## src/apd_defs.svh

```systemverilog
// register indexes, field positions, write masks and reset values of the diagnostic bank
`ifndef APD_DEFS_SVH
`define APD_DEFS_SVH

// register indexes; the byte address on the bus is four times the index
`define APD_IDX_AFE_REF     9'h134
`define APD_IDX_ADC_BIAS    9'h135
`define APD_IDX_FILT_BIAS   9'h136
`define APD_IDX_RSVD        9'h137
`define APD_IDX_TEST_ROUTE  9'h13C
`define APD_IDX_TUNE_OVR    9'h13D
`define APD_IDX_TUNE_STAT   9'h13E
`define APD_IDX_FLAG_POL    9'h13F
`define APD_IDX_PUMP        9'h140
`define APD_IDX_PLL_CTRL    9'h141

// word index bits of haddr and the bits above, which must be zero
`define APD_ADDR_IDX        10:2
`define APD_ADDR_HI         31:11

// htrans encoding bit that marks an active transfer (NONSEQ or SEQ)
`define APD_HTRANS_ACTIVE   1

// writable bits of each register
`define APD_WM_AFE_REF      8'h0F
`define APD_WM_ADC_BIAS     8'h7F
`define APD_WM_FILT_BIAS    8'h0F
`define APD_WM_TEST_ROUTE   8'h0F
`define APD_WM_TUNE_OVR     8'h9F
`define APD_WM_FLAG_POL     8'h03
`define APD_WM_PUMP         8'h3F
`define APD_WM_PLL_CTRL     8'h0F

// reset values
`define APD_RST_AFE_REF     8'h02
`define APD_RST_ADC_BIAS    8'h18
`define APD_RST_FILT_BIAS   8'h05
`define APD_RST_TEST_ROUTE  8'h00
`define APD_RST_TUNE_OVR    8'h00
`define APD_RST_FLAG_POL    8'h00
`define APD_RST_PUMP        8'h04
`define APD_RST_PLL_CTRL    8'h00
`define APD_RST_TUNE_CODE   5'h00

// field positions
`define APD_F_REF_LOW       3
`define APD_F_REG_SEL       2:1
`define APD_F_CLK_MULT      0
`define APD_F_REFBUF_BIAS   6:5
`define APD_F_CMP_CUR       4:3
`define APD_F_REF_LEVEL     2
`define APD_F_ADC_BIAS      1:0
`define APD_F_FILT_MULT     3:2
`define APD_F_CONV_MULT     1:0
`define APD_F_TEST_ROUTE    3
`define APD_F_FILT_DIS      2
`define APD_F_SRC_SEL       1
`define APD_F_TUNE_RST      0
`define APD_F_TUNE_FORCE    7
`define APD_F_TUNE_IN       4:0
`define APD_F_AUD_INV       1
`define APD_F_VID_INV       0
`define APD_F_PUMP          5:0
`define APD_F_AUX_RST       3
`define APD_F_VID_RST       2
`define APD_F_AUX_FRAC      1
`define APD_F_VID_FRAC      0

// tuning code top bit index and the successive approximation seed
`define APD_TUNE_MSB        4
`define APD_TUNE_SEED       5'h10

`endif

```

## src/apd_pkg.sv

```systemverilog
// shared types of the diagnostic bank
package apd_pkg;

  typedef enum logic [1:0] {
    APD_TUNE_HOLD,
    APD_TUNE_SEARCH,
    APD_TUNE_DONE
  } apd_tune_state_e;

  typedef logic [7:0] apd_byte_t;

endpackage : apd_pkg

```

## src/apd_tune_if.sv

```systemverilog
// link between the register bank and the filter tuning engine
`timescale 1ns/10ps
interface apd_tune_if;
  logic       hold;
  logic       compare;
  logic [4:0] code;
  logic       ready;

  modport bank   (output hold, output compare, input code, input ready);
  modport engine (input hold, input compare, output code, output ready);
endinterface : apd_tune_if

```

## src/apd_tuner.sv

```systemverilog
// filter auto-tuning engine: five-step successive approximation of the tuning code
`timescale 1ns/10ps
`include "apd_defs.svh"
module apd_tuner (
  input  wire logic core_clk,
  input  wire logic reset,
  apd_tune_if.engine tif
);

  apd_pkg::apd_tune_state_e state_r;
  logic [4:0]               code_r;
  logic [2:0]               step_r;
  logic                     ready_r;

  // compare high means the trial code is still too low, so the trial bit stays set
  always_ff @(posedge core_clk or posedge reset) begin
    if (reset) begin
      state_r <= apd_pkg::APD_TUNE_HOLD;
      code_r  <= `APD_RST_TUNE_CODE;
      step_r  <= 3'h0;
      ready_r <= 1'b0;
    end else if (tif.hold) begin
      // held in reset while the control bit is set; ready drops at once
      state_r <= apd_pkg::APD_TUNE_HOLD;
      code_r  <= `APD_RST_TUNE_CODE;
      step_r  <= 3'h0;
      ready_r <= 1'b0;
    end else begin
      case (state_r)
        apd_pkg::APD_TUNE_HOLD: begin
          // restart after release: seed the top bit
          state_r <= apd_pkg::APD_TUNE_SEARCH;
          code_r  <= `APD_TUNE_SEED;
          step_r  <= 3'(`APD_TUNE_MSB);
        end
        apd_pkg::APD_TUNE_SEARCH: begin
          if (!tif.compare) begin
            code_r[step_r] <= 1'b0;
          end
          if (step_r == 3'h0) begin
            state_r <= apd_pkg::APD_TUNE_DONE;
            ready_r <= 1'b1;
          end else begin
            code_r[step_r - 3'h1] <= 1'b1;
            step_r                <= step_r - 3'h1;
          end
        end
        apd_pkg::APD_TUNE_DONE: begin
          state_r <= apd_pkg::APD_TUNE_DONE;
        end
        default: begin
          state_r <= apd_pkg::APD_TUNE_HOLD;
        end
      endcase
    end
  end

  assign tif.code  = code_r;
  assign tif.ready = ready_r;

endmodule : apd_tuner

```

## src/apd_diag_bank.sv

```systemverilog
// analog front end and PLL diagnostic control bank behind an AHB-Lite slave
// Notes on behaviour
// - one bit picks the ADC reference, 0 for 1.60 V, 1 for 1.20 V.
// - two-bit core regulator target 1.20 to 1.38 V, reset value 01.
// - clock select bit picks DLL 5x output at 0, 4x output at 1.
// - buffer bias field bits 6:5 resets 00; comparator field bits 4:3 resets 11.
// - one bit selects reference levels 1.6/0.8 V or 1.5/0.9 V.
// - two-bit ADC bias current field, reset value 00.
// - two-bit filter bias multiplier field, reset value 01.
// - two-bit converter bias multiplier field, reset value 01.
// - test route bit at 1 connects first ADC input to two pins.
// - filter disable bit at 1 disables channel one filter in test mode.
// - source select feeds ADC from filter at 0, first gain stage at 1.
// - tuning reset bit holds tuning logic; release restarts auto-tuning.
// - override bit applies software tuning code instead of auto-tuned code.
// - read-only ready bit is 1 once auto-tuning has completed.
// - read-only field shows the code chosen by auto-tuning.
// - two bits invert the dual flag sent to audio and video decoders.
// - six-bit charge pump code, reset value 0x04.
// - video and auxiliary unlock flags set on detected unlock, zero after reset.
// - bits 5 and 4 show live video and auxiliary PLL lock state.
// - bit 3 holds auxiliary PLL reset, bit 2 video PLL reset.
// - bits 1 and 0 disable fractional division, auxiliary and video.
//
// Design decision made here: the AHB-Lite slave port.
`timescale 1ns/10ps
`include "apd_defs.svh"
module apd_diag_bank (
  input  wire logic        core_clk,
  input  wire logic        reset,
  // AHB-Lite slave
  input  wire logic        hsel,
  input  wire logic [31:0] haddr,
  input  wire logic [1:0]  htrans,
  input  wire logic        hwrite,
  input  wire logic [2:0]  hsize,
  input  wire logic [31:0] hwdata,
  input  wire logic        hready,
  output logic             hreadyout,
  output logic             hresp,
  output logic [31:0]      hrdata,
  // analog and decoder side inputs
  input  wire logic        dual_flag_in,
  input  wire logic        tune_compare,
  input  wire logic        video_pll_lock_in,
  input  wire logic        aux_pll_lock_in,
  // analog controls
  output logic             adc_ref_low_select,
  output logic [1:0]       core_regulator_select,
  output logic             adc_clock_multiple_select,
  output logic [1:0]       ref_buffer_bias,
  output logic [1:0]       comparator_current,
  output logic             ref_level_select,
  output logic [1:0]       adc_bias_current,
  output logic [1:0]       filter_bias_multiplier,
  output logic [1:0]       converter_bias_multiplier,
  output logic             chan_one_test_route,
  output logic             chan_one_filter_disable,
  output logic             first_adc_source_select,
  output logic [4:0]       filter_tune_code,
  // decoder flags
  output logic             audio_dual_flag,
  output logic             video_dual_flag,
  // PLL controls
  output logic [5:0]       pll_pump_code,
  output logic             aux_pll_reset,
  output logic             video_pll_reset,
  output logic             aux_pll_fraction_disable,
  output logic             video_pll_fraction_disable
);

  // software-visible storage
  apd_pkg::apd_byte_t afe_ref_r;
  apd_pkg::apd_byte_t adc_bias_r;
  apd_pkg::apd_byte_t filt_bias_r;
  apd_pkg::apd_byte_t test_route_r;
  apd_pkg::apd_byte_t tune_ovr_r;
  apd_pkg::apd_byte_t flag_pol_r;
  apd_pkg::apd_byte_t pump_r;
  apd_pkg::apd_byte_t pll_ctrl_r;

  // bus pipeline state
  logic               wr_pend_r;
  logic               rd_pend_r;
  logic               mapped_r;
  logic [8:0]         idx_r;
  logic               ready_r;
  logic [31:0]        rdata_r;
  logic               resp_r;

  // status state
  logic               vid_lock_r;
  logic               aux_lock_r;
  logic               vid_lost_flag_r;
  logic               aux_lost_flag_r;
  logic [4:0]         tune_code_r;
  logic               aud_flag_r;
  logic               vid_flag_r;

  // combinational helpers
  logic               addr_take;
  logic               addr_mapped;
  logic [8:0]         addr_idx;
  logic               wr_do;
  logic               rd_do;
  apd_pkg::apd_byte_t wbyte;
  apd_pkg::apd_byte_t rd_byte;
  logic               vid_unlock_evt;
  logic               aux_unlock_evt;
  logic               status_clr;

  apd_tune_if tif ();

  apd_tuner u_tuner (
    .core_clk (core_clk),
    .reset    (reset),
    .tif      (tif)
  );

  // ---------------------------------------------------------------- bus decode
  assign addr_take = hsel & hready & htrans[`APD_HTRANS_ACTIVE];
  assign addr_idx  = haddr[`APD_ADDR_IDX];

  always_comb begin
    addr_mapped = 1'b0;
    if (haddr[`APD_ADDR_HI] == '0) begin
      case (addr_idx)
        `APD_IDX_AFE_REF,
        `APD_IDX_ADC_BIAS,
        `APD_IDX_FILT_BIAS,
        `APD_IDX_RSVD,
        `APD_IDX_TEST_ROUTE,
        `APD_IDX_TUNE_OVR,
        `APD_IDX_TUNE_STAT,
        `APD_IDX_FLAG_POL,
        `APD_IDX_PUMP,
        `APD_IDX_PLL_CTRL: addr_mapped = 1'b1;
        default:           addr_mapped = 1'b0;
      endcase
    end
  end

  // writes finish in the data phase with no wait; reads take one wait state so the
  // returned byte always reflects a write that just completed before it
  assign wr_do = wr_pend_r & mapped_r;
  assign rd_do = rd_pend_r;
  assign wbyte = hwdata[7:0];

  always_ff @(posedge core_clk or posedge reset) begin
    if (reset) begin
      wr_pend_r <= 1'b0;
      rd_pend_r <= 1'b0;
      mapped_r  <= 1'b0;
      idx_r     <= '0;
    end else begin
      if (addr_take) begin
        wr_pend_r <= hwrite;
        rd_pend_r <= ~hwrite;
        mapped_r  <= addr_mapped;
        idx_r     <= addr_idx;
      end else if (hready) begin
        wr_pend_r <= 1'b0;
        rd_pend_r <= 1'b0;
      end else begin
        wr_pend_r <= wr_pend_r;
        rd_pend_r <= 1'b0;
      end
    end
  end

  // hreadyout drops for the one cycle after a read address is taken
  always_ff @(posedge core_clk or posedge reset) begin
    if (reset) begin
      ready_r <= 1'b1;
    end else if (addr_take & ~hwrite) begin
      ready_r <= 1'b0;
    end else begin
      ready_r <= 1'b1;
    end
  end

  // every transfer answers OKAY, unmapped ones included
  always_ff @(posedge core_clk or posedge reset) begin
    if (reset) begin
      resp_r <= 1'b0;
    end else begin
      resp_r <= 1'b0;
    end
  end

  // ---------------------------------------------------------------- control registers
  always_ff @(posedge core_clk or posedge reset) begin
    if (reset) begin
      afe_ref_r <= `APD_RST_AFE_REF;
    end else if (wr_do && idx_r == `APD_IDX_AFE_REF) begin
      afe_ref_r <= wbyte & `APD_WM_AFE_REF;
    end
  end

  always_ff @(posedge core_clk or posedge reset) begin
    if (reset) begin
      adc_bias_r <= `APD_RST_ADC_BIAS;
    end else if (wr_do && idx_r == `APD_IDX_ADC_BIAS) begin
      adc_bias_r <= wbyte & `APD_WM_ADC_BIAS;
    end
  end

  always_ff @(posedge core_clk or posedge reset) begin
    if (reset) begin
      filt_bias_r <= `APD_RST_FILT_BIAS;
    end else if (wr_do && idx_r == `APD_IDX_FILT_BIAS) begin
      filt_bias_r <= wbyte & `APD_WM_FILT_BIAS;
    end
  end

  always_ff @(posedge core_clk or posedge reset) begin
    if (reset) begin
      test_route_r <= `APD_RST_TEST_ROUTE;
    end else if (wr_do && idx_r == `APD_IDX_TEST_ROUTE) begin
      test_route_r <= wbyte & `APD_WM_TEST_ROUTE;
    end
  end

  always_ff @(posedge core_clk or posedge reset) begin
    if (reset) begin
      tune_ovr_r <= `APD_RST_TUNE_OVR;
    end else if (wr_do && idx_r == `APD_IDX_TUNE_OVR) begin
      tune_ovr_r <= wbyte & `APD_WM_TUNE_OVR;
    end
  end

  always_ff @(posedge core_clk or posedge reset) begin
    if (reset) begin
      flag_pol_r <= `APD_RST_FLAG_POL;
    end else if (wr_do && idx_r == `APD_IDX_FLAG_POL) begin
      flag_pol_r <= wbyte & `APD_WM_FLAG_POL;
    end
  end

  always_ff @(posedge core_clk or posedge reset) begin
    if (reset) begin
      pump_r <= `APD_RST_PUMP;
    end else if (wr_do && idx_r == `APD_IDX_PUMP) begin
      pump_r <= wbyte & `APD_WM_PUMP;
    end
  end

  // only the reset and fraction bits are writable; status bits above them ignore writes
  always_ff @(posedge core_clk or posedge reset) begin
    if (reset) begin
      pll_ctrl_r <= `APD_RST_PLL_CTRL;
    end else if (wr_do && idx_r == `APD_IDX_PLL_CTRL) begin
      pll_ctrl_r <= wbyte & `APD_WM_PLL_CTRL;
    end
  end

  // ---------------------------------------------------------------- tuning path
  assign tif.hold    = test_route_r[`APD_F_TUNE_RST];
  assign tif.compare = tune_compare;

  // applied code is registered so the analog side never sees a mux glitch
  always_ff @(posedge core_clk or posedge reset) begin
    if (reset) begin
      tune_code_r <= `APD_RST_TUNE_CODE;
    end else if (tune_ovr_r[`APD_F_TUNE_FORCE]) begin
      tune_code_r <= tune_ovr_r[`APD_F_TUNE_IN];
    end else begin
      tune_code_r <= tif.code;
    end
  end

  // ---------------------------------------------------------------- PLL lock status
  always_ff @(posedge core_clk or posedge reset) begin
    if (reset) begin
      vid_lock_r <= 1'b0;
      aux_lock_r <= 1'b0;
    end else begin
      vid_lock_r <= video_pll_lock_in;
      aux_lock_r <= aux_pll_lock_in;
    end
  end

  // an unlock is a fall of the lock level; the flag sticks until software reads it
  assign vid_unlock_evt = vid_lock_r & ~video_pll_lock_in;
  assign aux_unlock_evt = aux_lock_r & ~aux_pll_lock_in;
  assign status_clr     = rd_do && mapped_r && idx_r == `APD_IDX_PLL_CTRL;

  // a new unlock in the cycle of the clearing read wins, so no event is lost
  always_ff @(posedge core_clk or posedge reset) begin
    if (reset) begin
      vid_lost_flag_r <= 1'b0;
      aux_lost_flag_r <= 1'b0;
    end else begin
      vid_lost_flag_r <= vid_unlock_evt | (vid_lost_flag_r & ~status_clr);
      aux_lost_flag_r <= aux_unlock_evt | (aux_lost_flag_r & ~status_clr);
    end
  end

  // ---------------------------------------------------------------- dual flags
  always_ff @(posedge core_clk or posedge reset) begin
    if (reset) begin
      aud_flag_r <= 1'b0;
      vid_flag_r <= 1'b0;
    end else begin
      aud_flag_r <= dual_flag_in ^ flag_pol_r[`APD_F_AUD_INV];
      vid_flag_r <= dual_flag_in ^ flag_pol_r[`APD_F_VID_INV];
    end
  end

  // ---------------------------------------------------------------- read path
  always_comb begin
    rd_byte = '0;
    case (idx_r)
      `APD_IDX_AFE_REF:    rd_byte = afe_ref_r;
      `APD_IDX_ADC_BIAS:   rd_byte = adc_bias_r;
      `APD_IDX_FILT_BIAS:  rd_byte = filt_bias_r;
      `APD_IDX_TEST_ROUTE: rd_byte = test_route_r;
      `APD_IDX_TUNE_OVR:   rd_byte = tune_ovr_r;
      `APD_IDX_TUNE_STAT:  rd_byte = {2'b00, tif.ready, tif.code};
      `APD_IDX_FLAG_POL:   rd_byte = flag_pol_r;
      `APD_IDX_PUMP:       rd_byte = pump_r;
      `APD_IDX_PLL_CTRL: begin
        rd_byte = {vid_lost_flag_r, aux_lost_flag_r, vid_lock_r, aux_lock_r,
                   pll_ctrl_r[`APD_F_AUX_RST:`APD_F_VID_FRAC]};
      end
      default:             rd_byte = '0;
    endcase
  end

  // unmapped reads return zero
  always_ff @(posedge core_clk or posedge reset) begin
    if (reset) begin
      rdata_r <= '0;
    end else if (rd_do) begin
      rdata_r <= mapped_r ? {24'h000000, rd_byte} : 32'h00000000;
    end
  end

  // ---------------------------------------------------------------- outputs
  assign hreadyout = ready_r;
  assign hresp     = resp_r;
  assign hrdata    = rdata_r;

  assign adc_ref_low_select        = afe_ref_r[`APD_F_REF_LOW];
  assign core_regulator_select     = afe_ref_r[`APD_F_REG_SEL];
  assign adc_clock_multiple_select = afe_ref_r[`APD_F_CLK_MULT];
  assign ref_buffer_bias           = adc_bias_r[`APD_F_REFBUF_BIAS];
  assign comparator_current        = adc_bias_r[`APD_F_CMP_CUR];
  assign ref_level_select          = adc_bias_r[`APD_F_REF_LEVEL];
  assign adc_bias_current          = adc_bias_r[`APD_F_ADC_BIAS];
  assign filter_bias_multiplier    = filt_bias_r[`APD_F_FILT_MULT];
  assign converter_bias_multiplier = filt_bias_r[`APD_F_CONV_MULT];
  assign chan_one_test_route       = test_route_r[`APD_F_TEST_ROUTE];
  assign chan_one_filter_disable   = test_route_r[`APD_F_FILT_DIS];
  assign first_adc_source_select   = test_route_r[`APD_F_SRC_SEL];
  assign filter_tune_code          = tune_code_r;
  assign audio_dual_flag           = aud_flag_r;
  assign video_dual_flag           = vid_flag_r;
  assign pll_pump_code             = pump_r[`APD_F_PUMP];
  assign aux_pll_reset             = pll_ctrl_r[`APD_F_AUX_RST];
  assign video_pll_reset           = pll_ctrl_r[`APD_F_VID_RST];
  assign aux_pll_fraction_disable  = pll_ctrl_r[`APD_F_AUX_FRAC];
  assign video_pll_fraction_disable = pll_ctrl_r[`APD_F_VID_FRAC];

endmodule : apd_diag_bank

```

## config.mk

```make
export PLATFORM = sky130hd
export DESIGN_NAME = apd_diag_bank
export DESIGN_NICKNAME = d
export VERILOG_FILES = /design/src/apd_pkg.sv /design/src/apd_tune_if.sv /design/src/apd_tuner.sv /design/src/apd_diag_bank.sv
export VERILOG_INCLUDE_DIRS = /design/src
export SDC_FILE = /design/constraint.sdc
export NUM_CORES = 1
export LEC_CHECK = 0
export BUFFER_PORTS_ARGS = -buffer_cell sky130_fd_sc_hd__buf_2
export CAP_MARGIN = 15
export CORE_ASPECT_RATIO = 1.75
export CORE_MARGIN = 2
export CORE_UTILIZATION = 50
export DETAILED_ROUTE_END_ITERATION = 6
export GPL_TIMING_DRIVEN = 0
export PLACE_DENSITY_LB_ADDON = 0.08
export SYNTH_ARGS = -nofsm -noshare
export SYNTH_HDL_FRONTEND = slang
export SYNTH_SLANG_ARGS = --single-unit
```

## constraint.sdc

```tcl
create_clock -name core_clk -period 2.78 [get_ports core_clk]
set_input_delay 0.139 -clock core_clk [delete_from_list [all_inputs] [get_ports core_clk]]
set_output_delay 0.139 -clock core_clk [all_outputs]
set_load 0.02 [all_outputs]
```

==> results by group <==
Status
  • Status: finished clean

Synthesis
  • Register area share after synthesis: 49.6%
  • Area leader, netlist: dfrtp_1
  • Yosys cell types: 52
  • Most used DFF post-synth: dfrtp_1
  • Seq cells post-synth: 80
  • Avg Inst Size Synth: 11.2 um2
  • Async S/R FF share, synth: 100%
  • Synth Warn #: 0
  • Post-synth top area share: 45.0%
  • Number of synthesized flops with an enable pin: 0
  • Gate Count Post-Synth: 362
  • Synth top area cells: dfrtp_1 45%, mux2_2 14%, buf_4 4.8%, dfstp_2 4.5%, mux2i_1 2.5%
  • Post-Syn Area: 4060 um2

Layout
  • Area delta synth->final: 25.0%
  • Final Util: 64.1%
  • Most frequent cells in the layout: 96 x buf_2, 73 x dfrtp_1, 49 x mux2_2
  • Diode count: 0
  • Layout cells sized above 1: 42.0%
  • Number of nets in the layout: 575
  • Commonest non-fill, non-tap cell in the layout: buf_2

Timing
  • Highest clock rate: 454 MHz
  • Setup violators final: 0
  • Final Critical Period: 2200 ps
  • Actual slew at the worst max-slew pin: 799 ps
  • Final Skew: 4.40 ps
  • RSZ-0062 raised after global routing: false
  • Final worst setup slack: 575 ps
  • Setup TNS: 0 ps
  • Worst slew margin: 46.3%
  • Final Hold Fails: 0
  • Slew Viols, Final: 0
  • Final period util: 79.3%

Floorplan
  • Top Ports: 147
  • Placeable Area: 7910 um2
  • Area of the die: 8880 um2
  • Initial Utilization: 51.3%
  • Die X-Extent: 72.1 um
  • Die H: 123 um
  • Rows: 43

Placement
  • Setup Slack @ Placement: 599 ps
  • Dpl hpwl: 7580 um
  • Buffers on Ports: 91
  • GP Congestion: 0.867

Power
  • Clock Power Share: 39.9%
  • Switch share: 26.2%
  • Cell Pwr Density: 551 nW/um2
  • Gate power share: 15.2%
  • Flop pwr share: 44.9%
  • Leakage: 2.48 nW
  • Cell Int Power: 2.06 mW
  • P_sw: 732 uW
  • Final Power: 2.80 mW
  • Peak VDD IR: 0.347 mV

Global route
  • M1 GR Usage: 26.4%
  • First-pass GRT wire length: 15500 um
  • Grt total ovfl: 0
  • Vias in the first global route: 3049
  • GRT Total Usage: 23.1%
  • Pin count of the biggest net entering global routing: 70
  • Grt met3 use: 4.97%
  • Initial antenna violation count: 0
  • Met2 Usage GRT: 40.7%
  • Busiest grt layer: met2

Clock tree
  • CTS Buffer Depth: 2
  • TritonCTS clock tree: done
  • Clock sinks: 80
  • CTS H-tree lvls: 3
  • PostCTS Resize Cnt: 0
  • Clock slew at reported path FFs: 60 ps
  • Clock root buffer: clkbuf_16
  • Total CTS buffers: 9
  • Post-CTS Setup Bufs: 0
  • Clk Latency, worst-skew pair: 340 ps

Route
  • Via density: 5.39
  • DR WL/cell: 16.9 um
  • Drt first pass iters: 5
  • Routed WL: 9960 um
  • 1st-iter DRT viols: 164
  • DRC Markers: 0
  • Via Count: 3167
  • DRT antenna net count: 0

Critical path
  • Worst EP arrival: 2420 ps
  • Critical path required time: 3000 ps
  • Reg2reg setup slack: 580 ps
  • Worst-path fanout max: 6
  • Crit. End Element: flip-flop
  • Crit Path Class: flip-flop to flip-flop
  • Critical Path Source Type: flip-flop

Min path
  • Worst Hold Class: input pin to flip-flop

Flow run
  • Max_cap viols: 0
[worst max-delay path, cell delays in order, from the launching register on]
cell     delay (ps)
dfrtp_1         410
nor2_1          160
and4_1          200
buf_2           180
nand2_1         100
nor3_1          630
mux2_2          410
[synthesized netlist by cell type (all sizes together), types with 2 or more instances]
library cell / n
nand3: 8
nor3: 16
inv: 23
a31oi: 2
buf: 33
o32ai: 2
mux4: 2
nor2: 13
o22ai: 8
nand3b: 3
a32oi: 3
xor2: 2
mux2: 53
clkbuf: 9
nand2: 16
nand2b: 5
nor4: 6
a21oi: 14
nor2b: 2
or4: 2
o21ai: 18
dfstp: 7
o2bb2ai: 2
mux2i: 10
nand4: 6
dfrtp: 73
ha: 4
and4b: 2
a211oi: 2
[sequential cells by signal (all words and copies together), names as in the netlist, 2 cells and up]
name / flops
u_tuner.step_r: 3
adc_bias_r: 7
flag_pol_r: 2
pll_ctrl_r: 4
u_tuner.tif.code: 5
pump_r: 6
u_tuner.state_r: 2
tune_ovr_r: 6
filter_tune_code: 5
hrdata: 8
afe_ref_r: 4
filt_bias_r: 4
idx_r: 9
test_route_r: 4
[what timing repair did]
| action | in CTS | in global routing |
|---|---|---|
| endpoints found under the setup margin | 0 | 0 |
| hold endpoints to repair | 14 | 0 |
| hold buffers | 4 | 0 |
[layout make-up]
cell class / instances / area [um2]
timing repair buffer: 96 / 523
buffer: 42 / 262
inverter: 23 / 88.8
fill: 659 / 2840
clock buffer: 13 / 270
sequential: 80 / 2010
tap: 90 / 113
clock inverter: 3 / 15.0
multi-input combinational: 241 / 1790
[power groups by stage]
stage          Combinational (mW)  Sequential, mW  Clock [mW]
6_report                    0.424            1.26        1.12
4_1_cts                     0.425            1.26        1.13
3_3_place_gp                0.406            1.27           0
3_5_place_dp                0.419            1.28           0
2_1_floorplan               0.270            1.29           0
5_1_grt                     0.459            1.26        1.18
[layer usage]
metal  vias up  wire length, um  part of all wire (%)
met1      1542             3760                    38
met4         0              261                   2.6
met3        19              473                   4.8
met2        86             5460                    55
li1       1520                -                     -
met5         -                0                     0
[path summary, 6_finish.rpt]
check / endpoint / startpoint / cells past startpoint
worst max-delay path: test_route_r[0] / idx_r[6] / 6
worst min-delay path: video_dual_flag / dual_flag_in / 2
worst max register to register: test_route_r[0] / idx_r[6] / 6
worst min register to register: video_dual_flag / flag_pol_r[0] / 1
max in group asynchronous: adc_bias_r[4] / reset / 4
min in group asynchronous: pump_r[3] / reset / 3
[kinds of logic after synthesis]
logic type                 synth area share, %
other                                   0.0924
adders and majority gates                 1.23
buffers and inverters                     8.57
muxes                                     18.7
DFF                                       49.6
AOI/OAI and AO/OA                         8.82
xor gates and xnor gates                 0.432
and+or+nand+nor                           12.6
[per-stage QoR]
step	area (um2)	hold WS (ps)	cells
finish	5070	15.7	588
global route	5070	14.8	588
CTS	5070	10.9	588
detailed placement	4750	67.5	568
global placement	4720	269	567
floorplan	4150	170	386
Note: power is estimated with default switching activity, not from simulation.
